[config.mk]
export PLATFORM = sky130hd
export DESIGN_NAME = lcd_temp_comp
export DESIGN_NICKNAME = d
export VERILOG_FILES = /design/src/lcd_temp_comp_pkg.sv /design/src/comp_offset_calc.sv /design/src/lcd_temp_comp.sv
export SDC_FILE = /design/constraint.sdc
export NUM_CORES = 1
export LEC_CHECK = 0
export ABC_AREA = 1
export ABC_CLOCK_PERIOD_IN_PS = 11800
export BUFFER_PORTS_ARGS = -buffer_cell sky130_fd_sc_hd__buf_4
export CORE_MARGIN = 2
export CORE_UTILIZATION = 30
export DETAILED_ROUTE_END_ITERATION = 12
export GPL_TIMING_DRIVEN = 0
export SETUP_SLACK_MARGIN = 0.02
export SLEW_MARGIN = 0
export SYNTH_ARGS = -nofsm -noshare
export SYNTH_HDL_FRONTEND = slang
export SYNTH_HIERARCHICAL = 1
export SYNTH_SLANG_ARGS = --single-unit
[constraint.sdc]
create_clock -name clk -period 11.8 [get_ports clk]
set_clock_uncertainty 0.2 [all_clocks]
set_input_delay 1.18 -clock clk [delete_from_list [all_inputs] [get_ports clk]]
set_output_delay 1.18 -clock clk [all_outputs]
set_load 0.03 [all_outputs]
[src/lcd_temp_comp_pkg.sv]
/*
  Shared constants and types for the LCD temperature readout and voltage
  compensation block: APB register map, field positions, reset values,
  temperature breakpoints, timing constants and the bus carrier structs.
  Assumes a single 10 MHz system clock.
*/
package lcd_temp_comp_pkg;

  // Clock rate and the timing derived from it.
  localparam int unsigned CLK_HZ           = 10_000_000;
  localparam int unsigned CONV_TIME_US     = 5000;
  localparam int unsigned CONV_CYCLES      = (CLK_HZ / 1_000_000) * CONV_TIME_US;
  localparam int unsigned MEAS_INTERVAL_MS = 1000;
  localparam int unsigned INTERVAL_CYCLES  = (CLK_HZ / 1000) * MEAS_INTERVAL_MS;

  // Register byte offsets.
  localparam logic [7:0] ADDR_CTRL  = 8'h00;
  localparam logic [7:0] ADDR_SLOPE = 8'h04;
  localparam logic [7:0] ADDR_PROG  = 8'h08;
  localparam logic [7:0] ADDR_TEMP  = 8'h0C;
  localparam logic [7:0] ADDR_COMP  = 8'h10;
  localparam logic [7:0] ADDR_SEL   = 8'h14;

  // Control, slope, comp and selector register field positions.
  localparam int CTRL_MEAS_BIT = 0;
  localparam int CTRL_FILT_BIT = 1;
  localparam int CTRL_COMP_BIT = 2;
  localparam int CTRL_BIAS_LSB = 4;
  localparam int CTRL_MUX_LSB  = 8;
  localparam int SLOPE_STRIDE  = 4;
  localparam int COMP_TGT_LSB  = 8;
  localparam int SEL_LVL_LSB   = 8;
  localparam int SEL_BUSY_BIT  = 16;

  // Temperature codes: T = 0.9375 * code - 40, so 32 codes span 30 degrees.
  localparam logic [7:0] TEMP_CODE_M10C = 8'h20;
  localparam logic [7:0] TEMP_CODE_20C  = 8'h40;
  localparam logic [7:0] TEMP_CODE_50C  = 8'h60;
  localparam logic [7:0] TEMP_CODE_80C  = 8'h80;
  localparam logic [5:0] REGION_SPAN    = 6'h20;
  localparam int         STEP_SHIFT     = 5;

  // Voltage codes: V = code * 0.03 + 3, so 9.0 V is code 200.
  localparam logic [7:0] VMAX_CODE = 8'hC8;
  localparam logic [7:0] PROG_RST  = 8'h00;

  typedef enum logic [2:0] {
    MUX_STATIC = 3'h0,
    MUX_1_2    = 3'h1,
    MUX_1_4    = 3'h2,
    MUX_1_6    = 3'h3,
    MUX_1_8    = 3'h4
  } mux_mode_type;

  typedef enum logic [1:0] {
    BIAS_HALF    = 2'h0,
    BIAS_THIRD   = 2'h1,
    BIAS_QUARTER = 2'h2
  } bias_mode_type;

  typedef struct packed {
    logic [7:0]  paddr;
    logic        psel;
    logic        penable;
    logic        pwrite;
    logic [31:0] pwdata;
  } apb_req_type;

  typedef struct packed {
    logic [31:0] prdata;
    logic        pready;
    logic        pslverr;
  } apb_rsp_type;

  // Slope code to slope factor in mV per degree.
  function automatic logic signed [6:0] slope_factor(input logic [2:0] sel);
    logic signed [6:0] sf;
    unique case (sel)
      3'h0:    sf = 7'sd0;
      3'h1:    sf = -7'sd4;
      3'h2:    sf = -7'sd8;
      3'h3:    sf = -7'sd16;
      3'h4:    sf = -7'sd40;
      3'h5:    sf = 7'sd4;
      3'h6:    sf = 7'sd8;
      default: sf = 7'sd16;
    endcase
    return sf;
  endfunction

endpackage

[src/comp_offset_calc.sv]
/*
  Piecewise-linear compensation offset in 30 mV steps, two's complement,
  zero at 20 degrees, clamped beyond -40 and 80 degrees.
  Purely combinational; the caller registers the result.
*/
`timescale 1ns/1ns
`default_nettype none
module comp_offset_calc
  import lcd_temp_comp_pkg::*;
(
  input  wire logic [7:0]        tempCode,
  input  wire logic [2:0]        slopeSel0,
  input  wire logic [2:0]        slopeSel1,
  input  wire logic [2:0]        slopeSel2,
  input  wire logic [2:0]        slopeSel3,
  output logic signed [7:0]      offsetCode
);

  // One code is 15/16 degree, one step is 30 mV, so steps = dcode * sf / 32.
  // Magnitude is truncated so a partial step never shows.
  function automatic logic signed [7:0] steps(input logic [5:0] dcode,
                                               input logic signed [6:0] sf);
    logic [6:0]  mag;
    logic [12:0] prod;
    logic [7:0]  q;
    mag  = sf[6] ? 7'(-sf) : 7'(sf);
    prod = 13'(dcode) * 13'(mag);
    q    = 8'(prod >> STEP_SHIFT);
    return sf[6] ? 8'(-q) : 8'(q);
  endfunction

  logic signed [6:0] sf0, sf1, sf2, sf3;

  always_comb begin
    sf0 = slope_factor(slopeSel0);
    sf1 = slope_factor(slopeSel1);
    sf2 = slope_factor(slopeSel2);
    sf3 = slope_factor(slopeSel3);
    // Four equal 30 degree regions around 20 degrees.
    if (tempCode >= TEMP_CODE_80C) begin
      offsetCode = steps(REGION_SPAN, sf3) + steps(REGION_SPAN, sf2);
    end else if (tempCode > TEMP_CODE_50C) begin
      offsetCode = steps(6'(tempCode - TEMP_CODE_50C), sf3)
                 + steps(REGION_SPAN, sf2);
    end else if (tempCode > TEMP_CODE_20C) begin
      offsetCode = steps(6'(tempCode - TEMP_CODE_20C), sf2);
    end else if (tempCode > TEMP_CODE_M10C) begin
      offsetCode = steps(6'(TEMP_CODE_20C - tempCode), sf1);
    end else begin
      // Code 0 is -40 degrees, so the clamp below it falls out naturally.
      offsetCode = steps(6'(TEMP_CODE_M10C - tempCode), sf0)
                 + steps(REGION_SPAN, sf1);
    end
  end

endmodule
`default_nettype wire

[src/lcd_temp_comp.sv]
/*
  Temperature readout, jitter filter, compensation offset, saturated target
  voltage code and voltage selector configuration, behind an APB slave.
  Assumes an analog sensor that converts while sensorRun is high and presents
  a stable code on sensorCode by the end of the conversion time.
*/
`timescale 1ns/1ns
`default_nettype none
// Contract
// - Temperature read back as 8-bit code
// - Code scale 0.9375 degrees, offset -40
// - Measure repeatedly while enabled, 5 ms each
// - Interval derived from system clock
// - Filter suppresses single-LSB jitter
// - Filter starts at 20 degrees after reset
// - Filter enable selects filtered, reset off
// - Compensation only when enable bit set
// - Four equal regions, own slope each
// - Slope code table, default zero
// - Offset quantised in 30 mV steps
// - Piecewise offset formulas per region
// - Offset clamped beyond 80 and -40
// - Code plus offset saturates, never wraps
// - Selector follows bias and mux settings
// - Bias levels 3, 4, 5; static 2
// - Backplanes 1, 2, 4, 6, 8
// - Offset two's complement, zero at 20
// - Target is prog code plus offset
// - Target limited to 9.0 V
module lcd_temp_comp
  import lcd_temp_comp_pkg::*;
#(
  parameter int unsigned CONV_CNT     = CONV_CYCLES,
  parameter int unsigned INTERVAL_CNT = INTERVAL_CYCLES
) (
  input  wire logic        clk,
  input  wire logic        rst,
  input  wire apb_req_type apbReq,
  output apb_rsp_type      apbRsp,
  input  wire logic [7:0]  sensorCode,
  output logic             sensorRun,
  output logic [7:0]       targetCode,
  output logic [3:0]       activeBackplanes,
  output logic [2:0]       biasLevels,
  output logic [7:0]       backplaneEnable
);

  typedef enum logic [2:0] {
    ST_IDLE    = 3'b001,
    ST_CONVERT = 3'b010,
    ST_WAIT    = 3'b100
  } meas_state_type;

  // Sensor synchroniser. The code is only sampled at the end of a
  // conversion, long after it settled, so per-bit skew cannot tear it.
  logic [7:0] sensorMeta_q, sensorSync_q;

  always_ff @(posedge clk) begin
    sensorMeta_q <= sensorCode;
    sensorSync_q <= sensorMeta_q;
  end

  // Configuration registers.
  logic          measEnable_q, measEnable_d;
  logic          filtEnable_q, filtEnable_d;
  logic          compEnable_q, compEnable_d;
  bias_mode_type biasMode_q, biasMode_d;
  mux_mode_type  muxMode_q, muxMode_d;
  logic [2:0]    slopeSel_q [4];
  logic [2:0]    slopeSel_d [4];
  logic [7:0]    progCode_q, progCode_d;

  // APB slave: one wait cycle, then pready with the answer.
  apb_rsp_type rsp_q, rsp_d;
  logic        accessPhase;
  logic        wrStrobe;
  logic        addrHit;

  assign accessPhase = apbReq.psel && apbReq.penable;
  assign wrStrobe    = accessPhase && rsp_q.pready && apbReq.pwrite;

  // Measurement sequencer.
  meas_state_type state_q, state_d;
  logic [31:0]    timer_q, timer_d;
  logic           runOut_q, runOut_d;
  logic [7:0]     rawTemp_q, rawTemp_d;
  logic [7:0]     filtTemp_q, filtTemp_d;
  logic [7:0]     tempCode_q, tempCode_d;
  logic signed [7:0] compOffset_q, compOffset_d;
  logic [7:0]     target_q, target_d;
  logic [7:0]     newRaw, newFilt, compTemp;
  logic signed [7:0] calcOffset;
  logic           convDone;

  // Filtered value moves halfway toward raw, but only when they differ by
  // more than one code, so a toggling LSB never moves the output.
  function automatic logic [7:0] filter_step(input logic [7:0] filt,
                                             input logic [7:0] raw);
    logic [7:0] diff;
    diff = (raw > filt) ? 8'(raw - filt) : 8'(filt - raw);
    if (diff <= 8'h01) begin
      return filt;
    end
    return (raw > filt) ? 8'(filt + (diff >> 1)) : 8'(filt - (diff >> 1));
  endfunction

  // Saturating add of an unsigned code and a signed offset, capped at 9 V.
  function automatic logic [7:0] sat_target(input logic [7:0] prog,
                                            input logic signed [7:0] off);
    logic signed [9:0] sum;
    sum = $signed({2'b00, prog}) + 10'(off);
    if (sum < 0) begin
      return 8'h00;
    end else if (sum > $signed({2'b00, VMAX_CODE})) begin
      return VMAX_CODE;
    end
    return sum[7:0];
  endfunction

  assign convDone = (state_q == ST_CONVERT) && (timer_q == 32'(CONV_CNT - 1));
  assign newRaw   = sensorSync_q;
  assign newFilt  = filter_step(filtTemp_q, newRaw);
  assign compTemp = filtEnable_q ? newFilt : newRaw;

  comp_offset_calc comp_offset_calc_i (
    .tempCode   (compTemp),
    .slopeSel0  (slopeSel_q[0]),
    .slopeSel1  (slopeSel_q[1]),
    .slopeSel2  (slopeSel_q[2]),
    .slopeSel3  (slopeSel_q[3]),
    .offsetCode (calcOffset)
  );

  always_comb begin
    state_d      = state_q;
    timer_d      = timer_q;
    runOut_d     = 1'b0;
    rawTemp_d    = rawTemp_q;
    filtTemp_d   = filtTemp_q;
    tempCode_d   = tempCode_q;
    compOffset_d = compOffset_q;
    unique case (state_q)
      ST_IDLE: begin
        timer_d = 32'h0000_0000;
        if (measEnable_q) begin
          state_d  = ST_CONVERT;
          runOut_d = 1'b1;
        end
      end
      ST_CONVERT: begin
        runOut_d = 1'b1;
        timer_d  = 32'(timer_q + 32'h0000_0001);
        if (convDone) begin
          // Readout and offset change in the same edge.
          rawTemp_d    = newRaw;
          filtTemp_d   = newFilt;
          tempCode_d   = compTemp;
          compOffset_d = calcOffset;
          runOut_d     = 1'b0;
          timer_d      = 32'h0000_0000;
          state_d      = ST_WAIT;
        end
      end
      ST_WAIT: begin
        timer_d = 32'(timer_q + 32'h0000_0001);
        if (!measEnable_q) begin
          state_d = ST_IDLE;
        end else if (timer_q == 32'(INTERVAL_CNT - 1)) begin
          timer_d  = 32'h0000_0000;
          runOut_d = 1'b1;
          state_d  = ST_CONVERT;
        end
      end
      default: begin
        state_d = ST_IDLE;
      end
    endcase
    if (!compEnable_q) begin
      compOffset_d = 8'sh00;
    end
    target_d = sat_target(progCode_q, compOffset_d);
  end

  always_ff @(posedge clk) begin
    if (rst) begin
      state_q      <= ST_IDLE;
      timer_q      <= 32'h0000_0000;
      runOut_q     <= 1'b0;
      rawTemp_q    <= TEMP_CODE_20C;
      filtTemp_q   <= TEMP_CODE_20C;
      tempCode_q   <= TEMP_CODE_20C;
      compOffset_q <= 8'sh00;
      target_q     <= PROG_RST;
    end else begin
      state_q      <= state_d;
      timer_q      <= timer_d;
      runOut_q     <= runOut_d;
      rawTemp_q    <= rawTemp_d;
      filtTemp_q   <= filtTemp_d;
      tempCode_q   <= tempCode_d;
      compOffset_q <= compOffset_d;
      target_q     <= target_d;
    end
  end

  // Register writes take effect at the edge where pready is sampled high.
  always_comb begin
    measEnable_d = measEnable_q;
    filtEnable_d = filtEnable_q;
    compEnable_d = compEnable_q;
    biasMode_d   = biasMode_q;
    muxMode_d    = muxMode_q;
    progCode_d   = progCode_q;
    for (int i = 0; i < 4; i++) begin
      slopeSel_d[i] = slopeSel_q[i];
    end
    if (wrStrobe) begin
      unique case (apbReq.paddr)
        ADDR_CTRL: begin
          measEnable_d = apbReq.pwdata[CTRL_MEAS_BIT];
          filtEnable_d = apbReq.pwdata[CTRL_FILT_BIT];
          compEnable_d = apbReq.pwdata[CTRL_COMP_BIT];
          biasMode_d   = bias_mode_type'(apbReq.pwdata[CTRL_BIAS_LSB +: 2]);
          muxMode_d    = mux_mode_type'(apbReq.pwdata[CTRL_MUX_LSB +: 3]);
        end
        ADDR_SLOPE: begin
          for (int i = 0; i < 4; i++) begin
            slopeSel_d[i] = apbReq.pwdata[i * SLOPE_STRIDE +: 3];
          end
        end
        ADDR_PROG: begin
          progCode_d = apbReq.pwdata[7:0];
        end
        default: begin
        end
      endcase
    end
  end

  always_comb begin
    addrHit = (apbReq.paddr == ADDR_CTRL) || (apbReq.paddr == ADDR_SLOPE) ||
              (apbReq.paddr == ADDR_PROG) || (apbReq.paddr == ADDR_TEMP) ||
              (apbReq.paddr == ADDR_COMP) || (apbReq.paddr == ADDR_SEL);
    rsp_d = '0;
    if (accessPhase && !rsp_q.pready) begin
      rsp_d.pready  = 1'b1;
      rsp_d.pslverr = !addrHit;
      if (!apbReq.pwrite) begin
        unique case (apbReq.paddr)
          ADDR_CTRL: begin
            rsp_d.prdata[CTRL_MEAS_BIT]      = measEnable_q;
            rsp_d.prdata[CTRL_FILT_BIT]      = filtEnable_q;
            rsp_d.prdata[CTRL_COMP_BIT]      = compEnable_q;
            rsp_d.prdata[CTRL_BIAS_LSB +: 2] = biasMode_q;
            rsp_d.prdata[CTRL_MUX_LSB +: 3]  = muxMode_q;
          end
          ADDR_SLOPE: begin
            for (int i = 0; i < 4; i++) begin
              rsp_d.prdata[i * SLOPE_STRIDE +: 3] = slopeSel_q[i];
            end
          end
          ADDR_PROG: begin
            rsp_d.prdata[7:0] = progCode_q;
          end
          ADDR_TEMP: begin
            rsp_d.prdata[7:0] = tempCode_q;
          end
          ADDR_COMP: begin
            rsp_d.prdata[7:0]              = compOffset_q;
            rsp_d.prdata[COMP_TGT_LSB +: 8] = target_q;
          end
          ADDR_SEL: begin
            rsp_d.prdata[3:0]               = activeBackplanes;
            rsp_d.prdata[SEL_LVL_LSB +: 3]  = biasLevels;
            rsp_d.prdata[SEL_BUSY_BIT]      = runOut_q;
          end
          default: begin
          end
        endcase
      end
    end
  end

  // Voltage selector decode from the two mode settings.
  logic [3:0] planes_d;
  logic [2:0] levels_d;
  logic [7:0] bpEn_d;
  logic [3:0] planes_q;
  logic [2:0] levels_q;
  logic [7:0] bpEn_q;

  always_comb begin
    unique case (muxMode_q)
      MUX_STATIC: planes_d = 4'h1;
      MUX_1_2:    planes_d = 4'h2;
      MUX_1_4:    planes_d = 4'h4;
      MUX_1_6:    planes_d = 4'h6;
      default:    planes_d = 4'h8;
    endcase
    if (muxMode_q == MUX_STATIC) begin
      levels_d = 3'h2;
    end else begin
      unique case (biasMode_q)
        BIAS_HALF:  levels_d = 3'h3;
        BIAS_THIRD: levels_d = 3'h4;
        default:    levels_d = 3'h5;
      endcase
    end
    // Outputs above the active count repeat lower planes, except in 1:6
    // where the top two pins serve as segments.
    bpEn_d = (muxMode_q == MUX_1_6) ? 8'h3F : 8'hFF;
  end

  always_ff @(posedge clk) begin
    if (rst) begin
      measEnable_q <= 1'b0;
      filtEnable_q <= 1'b0;
      compEnable_q <= 1'b0;
      biasMode_q   <= BIAS_HALF;
      muxMode_q    <= MUX_STATIC;
      progCode_q   <= PROG_RST;
      for (int i = 0; i < 4; i++) begin
        slopeSel_q[i] <= 3'h0;
      end
      rsp_q        <= '0;
      planes_q     <= 4'h1;
      levels_q     <= 3'h2;
      bpEn_q       <= 8'hFF;
    end else begin
      measEnable_q <= measEnable_d;
      filtEnable_q <= filtEnable_d;
      compEnable_q <= compEnable_d;
      biasMode_q   <= biasMode_d;
      muxMode_q    <= muxMode_d;
      progCode_q   <= progCode_d;
      for (int i = 0; i < 4; i++) begin
        slopeSel_q[i] <= slopeSel_d[i];
      end
      rsp_q        <= rsp_d;
      planes_q     <= planes_d;
      levels_q     <= levels_d;
      bpEn_q       <= bpEn_d;
    end
  end

  assign apbRsp           = rsp_q;
  assign sensorRun        = runOut_q;
  assign targetCode       = target_q;
  assign activeBackplanes = planes_q;
  assign biasLevels       = levels_q;
  assign backplaneEnable  = bpEn_q;

endmodule
`default_nettype wire

Word level (Yosys, flattened, before mapping). Memories as Yosys holds them, arrays and structs flattened. Cells that the tools add are included. Widths: inputs -> output; s select.

Memories kept: 1. Register bits after elaboration: 149. Memory bits (writable): 12. Logic and storage cells: 209.

Reduce and logical (&&, ||, !) cells: 29. Bitwise logic cells: 7. Order comparisons: 8. Add/sub/neg operators: 24. Equal/unequal tests: 41. Multiply operators: 4. Muxes and demuxes: 71.

Memory list: slopeSel_q (words 4, width 3, rd ports 4, clocked after memory_dff 0, write ports 4, line lcd_temp_comp.sv:69) `logic [2:0] slopeSel_q [4];`.

Operators with widths (number): $pmux 7 s7 (4); $mux 8 (23); $mux 32 (3); $pmux 32 s3 (1); $mul 6x7->13 (4); $eq 3x3->1 const B (13); $eq 3x2->1 const B (11); $add 32x1->32 const B (1); $eq 32x16->1 const B (1); $eq 32x24->1 const B (1); $neg 8->8 (4); $mux 7 (4); $neg 7->7 (4); $add 8x8->8 (3); $mux 12 (2); $mux 3 (8); $neg 7->8 (3); $mux 19 (1); $eq 3x1->1 const B (6); $pmux 3 s6 (1); $mux 17 (1); $eq 8x4->1 const B (2); $eq 8x5->1 const B (2); $gt 8x7->1 const B (2); 40 further kinds (79).

Longest topological paths before layout. Gate-level depths: netlist of the first run.

Depth after elaboration: 23. Depth in mapped cells: 82. Mapped depth without buffers: 80.

Hierarchy. The synthesis of the first run kept the hierarchy.

By module, submodules not included: lcd_temp_comp (area each 7982.7 um^2, instances 1, sequential area each 2782.7 um^2, cells an instance 1151); comp_offset_calc (area each 5456.5 um^2, instances 1, sequential area each 0.0 um^2, cells an instance 857).

Least setup slack after synthesis of the first run. No wires, ideal clock.

Path kind: reg2reg. Start point: register filtTemp_q[1]. End point: register target_q[0], in the netlist targetCode[0]. Cell stages (with the launch flop): 75. Path slack: 1.811 ns. Arrival: 9.721 ns. Cells stage by stage: dfxtp_1 inv_1 fa_1 nand2_1 nand2_1 nand3_1 nand2_2 nand2_4 buf_12 nand3_1 nand2_1 inv_1 ha_1 inv_1 nor2_1 a21oi_1 xor2_1 inv_1 [39 not listed] inv_1 nand2_1 nand3_1 nand3_1 nand2_1 nand2_1 nand2_1 inv_1 nand2_1 nand2_1 inv_1 ha_1 inv_1 xor2_1 nand4_1 o21ai_0 nand3_1 nor2_1.

Cells in the longest elaborated chain, start to end: 23.

Ends and longest elaborated chain: start: declaration (line lcd_temp_comp.sv:87) `logic [7:0] filtTemp_q, filtTemp_d;`; start signal: assignment (line lcd_temp_comp.sv:199) `filtTemp_q <= filtTemp_d;`; $sub 8x8->8 or $gt 8x8->1 (tied branches) (line lcd_temp_comp.sv:100, lcd_temp_comp.sv:104); $mux 8 (line lcd_temp_comp.sv:100) `diff = (raw > filt) ? 8'(raw - filt) : 8'(filt - raw);`; $sub 8x7->8 (tied with other cells) (line lcd_temp_comp.sv:104) `return (raw > filt) ? 8'(filt + (diff >> 1)) : 8'(filt - (diff >> 1));`; $mux 8 or $mux 1 (tied branches) (line lcd_temp_comp.sv:104, lcd_temp_comp.sv:101); $mux 8 (*) (line lcd_temp_comp.sv:104); $mux 8 (*) (line lcd_temp_comp.sv:123) `assign compTemp = filtEnable_q ? newFilt : newRaw;`; net compTemp[5] (line lcd_temp_comp.sv:91) `logic [7:0] newRaw, newFilt, compTemp;`; $sub 6x6->6 (line comp_offset_calc.sv:51) `offsetCode = steps(6'(TEMP_CODE_M10C - tempCode), sf0)`; [8 not listed]; net calcOffset[7] (line lcd_temp_comp.sv:92) `logic signed [7:0] calcOffset;`; [1 not listed]; $mux 8 (*) (line lcd_temp_comp.sv:142) `unique case (state_q)`; $mux 8 (*) (line lcd_temp_comp.sv:178) `if (!compEnable_q) begin`; net compOffset_d[7] (line lcd_temp_comp.sv:89) `logic signed [7:0] compOffset_q, compOffset_d;`; $add 9x8->10 (*) (line lcd_temp_comp.sv:111) `sum = $signed({2'b00, prog}) + 10'(off);`; $gt 10x9->1 (line lcd_temp_comp.sv:114) `end else if (sum > $signed({2'b00, VMAX_CODE})) begin`; $mux 1 (line lcd_temp_comp.sv:114); $mux 1 (line lcd_temp_comp.sv:112) `if (sum < 0) begin`; $mux 8 (*) (line lcd_temp_comp.sv:117) `return sum[7:0];`; end signal: assignment (line lcd_temp_comp.sv:202) `target_q <= target_d;`; end: declaration (line lcd_temp_comp.sv:90) `logic [7:0] target_q, target_d;`.

The timed path passes the listed nets; every way through them passes the cells marked *. The select of a mux whose other input is x is not followed. A chain may end at the register's enable or synchronous reset.

Final worst setup path of the first run.
Start point: register filtTemp_q[5]. End point: register target_q[6], in the netlist targetCode[6].

The elaborated chain is that of the path after synthesis.

==> results of run 1 <==
==> final timing paths <==
kind | endpoint | slack (ps) | start
setup / recovery | targetCode[6] | 830 | filtTemp_q[5]
hold / removal | newRaw[5] | 130 | sensorMeta_q[5]
setup reg to reg | targetCode[6] | 830 | filtTemp_q[5]
hold reg to reg | newRaw[5] | 130 | sensorMeta_q[5]
==> synthesized netlist by cell type, drive strengths merged, types with 34 or more instances <==
cell type    n
inv        377
a21oi      120
ha         121
nor3        40
nand4       41
nand2      459
buf         36
xor2        34
nand3      133
o21ai      109
nor2       202
fa          59
dfxtp      139
==> cell usage in the layout (no fill, tap or decap), types with 27 or more instances in the layout <==
cell type | netlist | routed
nand3_1 | 124 | 122
ha_1 | 121 | 115
nand2_1 | 434 | 427
xor2_1 | 33 | 31
dfxtp_1 | 139 | 135
conb_1 | 4 | 49
nor2_1 | 191 | 188
o21ai_0 | 96 | 94
fa_1 | 59 | 59
nand2_2 | 20 | 27
inv_1 | 367 | 365
nand4_1 | 41 | 41
a21oi_1 | 117 | 112
buf_4 | 23 | 103
nor3_1 | 38 | 38
==> report_power, final <==
| part | leakage (uW) | switching [uW] | total (uW) | internal [uW] |
|---|---|---|---|---|
| registers | 0.00113 | 2.75 | 475 | 472 |
| logic | 0.00628 | 122 | 190 | 67.4 |
| clock network | 0.000276 | 222 | 539 | 317 |
==> timing repair <==
action | 4_1_cts | 5_1_grt
pin swaps | 0 | 8
endpoints found under the setup margin | 8 | 8
gates resized for setup | 1 | 41
buffers inserted | 0 | 10
==> per-stage QoR <==
| stage | std cells | setup WS [ps] | instance area (um2) | power (uW) | setup TNS (ps) |
|---|---|---|---|---|---|
| floorplan | 2053 | 1811 | 13610 | 614.3 | 0 |
| global placement | 2716 | -46.24 | 14880 | 660.9 | -90.34 |
| detailed placement | 2716 | -280.3 | 14880 | 664.2 | -1924 |
| CTS | 2746 | 28.29 | 15460 | 1203 | 0 |
| global route | 2756 | -9.166 | 15730 | 1253 | -17.32 |
| finish | 2756 | 829.7 | 15730 | 1204 | 0 |
==> layer usage <==
layer	track usage	up-vias	routed length (um)
met5	0	-	0
met2	0.2946	386	18740
met1	0.2334	6213	18840
li1	-	6634	-
met4	0.06023	0	1118
met3	0.01846	66	2007
==> cells by family after synthesis <==
family	synth area share
simple gates	0.2981
buf+inv	0.1317
compound gates	0.1263
fa+ha+maj	0.2005
flops	0.2071
xor+xnor	0.03510
other cells	0.001117
==> worst register-to-register path: cells and delay by family (launching register included) <==
| family | cells | cell delay [ps] |
|---|---|---|
| AO/OA/AOI/OAI | 10 | 1760 |
| buffers and inverters | 15 | 1380 |
| XOR/XNOR | 4 | 620 |
| AND/OR/NAND/NOR | 29 | 3170 |
| adder cells (fa/ha/maj) | 9 | 3370 |
| flip-flops | 1 | 370 |
==> sequential cells by signal, indices dropped and copies added, names as in the netlist, 8 cells and up <==
name / count
filtTemp_q: 8
timer_q: 32
sensorMeta_q: 8
newRaw: 8
tempCode_q: 8
slopeSel_q: 12
apbRsp: 19
compOffset_q: 8
progCode_q: 8
targetCode: 8
==> layout make-up <==
| class | instances | area [um2] | area share |
|---|---|---|---|
| multi-input cells | 1478 | 9226 | 0.5865 |
| inverters | 381 | 1435 | 0.09123 |
| repair buffers | 81 | 620.6 | 0.03945 |
| flip-flops and latches | 139 | 2790 | 0.1774 |
| plain buffers | 54 | 335.3 | 0.02132 |
| clock buffers | 19 | 442.9 | 0.02816 |
| well taps | 592 | 740.7 | 0.04709 |
| clock inverters | 12 | 140.1 | 0.008908 |
==> key figures, run 1 <==
Run status
  • Status: complete, no violations

STA
  • Final setup fails: 0
  • Hold Fails Final Rpt: 0
  • Relative slew slack: 0.3051
  • Period minus WS final: 10970 ps
  • Hold Slack: 125.2 ps
  • Max Slew Vio Count: 0
  • Tcrit/Tclk final: 0.9297
  • Fmax achieved: 91.16 MHz
  • Actual slew at the worst max-slew pin: 1038 ps

Clock network
  • Clock latency on the worst-skew pair: 440 ps
  • CTS Hold Bufs: 0
  • Num CTS Buffers: 17
  • Root buf cell: clkbuf_16
  • Clock tree buffer depth: 2
  • H-tree levels: 4
  • Clock sink total: 139
  • CTS clk-pin slew, worst paths: around 60 ps
  • CTS tree: done

Detailed routing
  • WL final: 40710 um
  • Routed len/inst: 14.77 um
  • Post-DRT Antenna Nets: 0
  • DRT iter0 DRCs: 923
  • DR DRC count: 0
  • Vias: 13300
  • Vias per cell: 4.825
  • First-pass DRT Iterations: 5

Global route
  • Number of global-route vias before repair: 12990
  • First-pass GRT wire length: 65760 um
  • Pin count of the biggest net entering global routing: 17
  • GRT Resource Usage Total: 0.1753
  • Total gr overflow: 0
  • Initial antenna violation count: 0

Critical path
  • Endpoint type of the worst setup path: flop
  • Number of cells on the critical path: between 60 and 70
  • Max stage delay cell, worst path: fa_1
  • WP data required: 11960 ps
  • CP startpoint kind: flop
  • CP arrival: 11130 ps
  • Peak per-stage delay on the critical path: 550 ps
  • Setup CP Type: flop to flop
  • Reg2reg path depth: between 60 and 70
  • Worst Path Max Fanout: 10
  • CP top delay family: adder cells
  • CP bufs+invs: 15

Yosys
  • Yosys cell types: 65
  • Top cell type's share of synthesized area: 0.2071
  • EDFF count, synth: 0
  • Post-Syn Area: 13440 um2
  • Yosys warnings: 6
  • Register bit total from synthesis: 139
  • Async SR Flop Fraction: 0
  • Top_reg_cell synth: dfxtp_1
  • Syn_area_per_cell: 6.693 um2
  • Cells after synthesis: between 2000 and 2500
  • Synth area leader: dfxtp_1
  • Area contributors post-synth: dfxtp_1 (21%), nand2_1 (12%), ha_1 (11%), inv_1 (10%), fa_1 (8.8%)
  • Seq/Total Area, Yosys: 0.2071

Layout
  • Layout cells sized above 1: 0.1201
  • Post-layout util: 0.3557
  • # nets final: 2385
  • Antenna Diode Count: 0
  • Fillcell total: 4712
  • Area Overhead vs Synth: 17.06%

Floorplanning
  • Initial Utilization: 0.3039
  • Die height: 215.7 um
  • Die Span X: 215.7 um
  • I/O pins: 111
  • Row Count: between 70 and 80
  • Die area: 46510 um2
  • Floorplan core area: 44220 um2

Power
  • Leak: 0.007687 uW
  • Maximum vdd drop: 0.1188 mV
  • Pwr dens: between 70 and 80 nW/um2

Hold path
  • Hold Path Class: flop to flop
  • Hold Path Stages: 0

Place
  • GP Congestion: between 0.8 and 0.9
  • DP Wirelength: 33190 um
  • Port bufs: 71

Flow run
  • MaxCap Viol Count: 0
Power figures use the tool's default switching activity.
==> run 2, diff against run 1 <==
--- a/config.mk
+++ b/config.mk
@@ -10,6 +10,7 @@
 export BUFFER_PORTS_ARGS = -buffer_cell sky130_fd_sc_hd__buf_4
 export CORE_MARGIN = 2
 export CORE_UTILIZATION = 30
+export CTS_BUF_LIST = sky130_fd_sc_hd__clkbuf_2
 export DETAILED_ROUTE_END_ITERATION = 12
 export GPL_TIMING_DRIVEN = 0
 export SETUP_SLACK_MARGIN = 0.02
==> key figures, run 2 (synthesis gave the netlist of run 1 again) <==
Run status
  • Status: complete, no violations

Critical path
  • CP top delay family: adder cells
  • Max stage delay cell, worst path: fa_1
  • Reg2reg path depth: 56 (-16%)
  • CP arrival: 11410 ps (+280 ps)
  • Peak per-stage delay on the critical path: 590 ps (+40 ps)
  • WP data required: 12240 ps (+280 ps)
  • Number of cells on the critical path: 56 (-16%)
  • Endpoint type of the worst setup path: flop
  • CP startpoint kind: flop
  • CP bufs+invs: 10 (-5)
  • Setup CP Type: flop to flop
  • Worst Path Max Fanout: 10 (unchanged)

Clock network
  • Clock tree buffer depth: 2 (unchanged)
  • Num CTS Buffers: 17 (unchanged)
  • CTS clk-pin slew, worst paths: 220 ps (+160 ps)
  • Clock latency on the worst-skew pair: 810 ps (+370 ps)
  • Clock sink total: 139 (unchanged)
  • Root buf cell: clkbuf_2
  • CTS tree: done
  • H-tree levels: 4 (unchanged)

Layout
  • # nets final: 2383 (-0.084%)
  • Area Overhead vs Synth: 14.15%
  • Post-layout util: 0.3469 (-0.008827)
  • Most frequent cells in the layout: nand2_1 (429), inv_1 (364), nor2_1 (188)
  • Layout cells sized above 1: 0.1179 (-0.002202)
  • Max reg flops: 32 (unchanged)
  • Biggest register: timer_q
  • Commonest non-fill, non-tap cell in the layout: nand2_1

Detailed routing
  • Post-DRT Antenna Nets: 0 (unchanged)
  • DRT iter0 DRCs: 954 (+3.4%)
  • First-pass DRT Iterations: 6 (+1)
  • Vias: 13330 (+0.25%)
  • WL final: 40400 um (-0.77%)
  • Vias per cell: 4.837 (+0.25%)
  • DR DRC count: 0 (unchanged)
  • Routed len/inst: 14.66 um (-0.77%)

STA
  • Final setup fails: 0 (unchanged)
  • Hold Slack: 146.4 ps (+21.25 ps)
  • Setup WS post-layout: 830.7 ps (+1.033 ps)
  • Max Slew Vio Count: 0 (unchanged)
  • Relative slew slack: 0.3744 (+0.06926)
  • Setup_tns: 0 ps (unchanged)
  • Actual slew at the worst max-slew pin: 935.0 ps (-103.5 ps)
  • Period minus WS final: 10970 ps (-1.033 ps)
  • Tcrit/Tclk final: 0.9296 (about the same)
  • Hold Fails Final Rpt: 0 (unchanged)
  • Fmax achieved: 91.16 MHz (about the same)

Power
  • Share of power burned in registers: 0.498 (+0.103)
  • Switch share: 0.3313 (+0.04342)
  • Switching pwr: 316.6 uW (-8.7%)
  • Total Power: 955.5 uW (-21%)
  • Power Internal: 638.9 uW (-25%)
  • Clock share of power: 0.304 (-0.144)
  • Leak: 0.007540 uW (-1.9%)
  • Maximum vdd drop: 0.06698 mV (-44%)
  • Pwr dens: 62.28 nW/um2 (-19%)
  • Comb power frac: 0.198 (+0.040)

Global route
  • GRT Resource Usage Total: 0.1742 (-0.001138)
  • Initial antenna violation count: 1 (+1)
  • Total gr overflow: 0 (unchanged)
  • First-pass GRT wire length: 65390 um (-0.56%)
  • Number of global-route vias before repair: 12960 (-0.20%)
  • Pin count of the biggest net entering global routing: 17 (unchanged)

Flow run
  • MaxCap Viol Count: 0 (unchanged)

Floorplanning
  • I/O pins: 111 (unchanged)
  • Die area: 46510 um2 (unchanged)
  • Die height: 215.7 um (unchanged)
  • Row Count: 77 (unchanged)
  • Floorplan core area: 44220 um2 (unchanged)
  • Die Span X: 215.7 um (unchanged)
  • Initial Utilization: 0.3039 (unchanged)

Place
  • DP Worst Slack: -280.3 ps (unchanged)
  • Port bufs: 71 (unchanged)
  • GP Congestion: 0.8996 (unchanged)
  • DP Wirelength: 33190 um (unchanged)

Hold path
  • Hold Path Stages: 0 (unchanged)
  • Hold Path Class: flop to flop
-- run 2: final timing paths --
check                  start  slack (ps)             to
max reg2reg    filtTemp_q[4]         830  targetCode[7]
min reg2reg  sensorMeta_q[5]         150      newRaw[5]
max            filtTemp_q[4]         830  targetCode[7]
min          sensorMeta_q[5]         150      newRaw[5]
-- run 2: cell type report --
cell class / instances / area, um2
fillers: 4750 / 28880
multi-input cells: 1478 / 9190
flip-flops and latches: 139 / 2794
inverters: 381 / 1436
well taps: 592 / 740.7
repair buffers: 79 / 605.6
plain buffers: 54 / 335.3
clock inverters: 13 / 143.9
clock buffers: 18 / 90.09
diodes: 2 / 5.005
-- run 2: routing by layer --
metal | track usage | up-vias | share of wire
li1 | - | 6648 | -
met1 | 0.2319 | 6237 | 0.46
met2 | 0.2935 | 381 | 0.46
met3 | 0.01945 | 66 | 0.046
met4 | 0.05655 | 0 | 0.027
met5 | 0 | - | 0
-- run 2: power groups by stage --
stage	Combinational (uW)	Clock (uW)	Sequential, uW
after global routing	211	318	477
final	189	291	476
after detailed placement	179	0	486
after floorplan	130	0	485
after CTS	180	301	477
after global placement	175	0	486
-- run 2: worst reg2reg max path: cells and delay by family (launching register included) --
kind | cells | cell delay, ps
buffers and inverters | 10 | 1180
AO/OA/AOI/OAI | 10 | 1440
adder cells (fa/ha/maj) | 12 | 4620
XOR/XNOR | 2 | 470
AND/OR/NAND/NOR | 22 | 2460
flip-flops | 1 | 420
-- run 2: timing repair --
action / in CTS / in global routing
resized for setup: 2 / 40
buffers inserted: 0 / 8
endpoints found under the setup margin: 8 / 8
gates cloned: 0 / 0
hold buffers: 0 / 0
pin swaps: 0 / 8
-- run 2: metrics by stage --
step | cell area, um2 | instances
finish | 15340 | 2756
global route | 15340 | 2756
CTS | 15110 | 2746
detailed placement | 14880 | 2716
global placement | 14880 | 2716
floorplan | 13610 | 2053
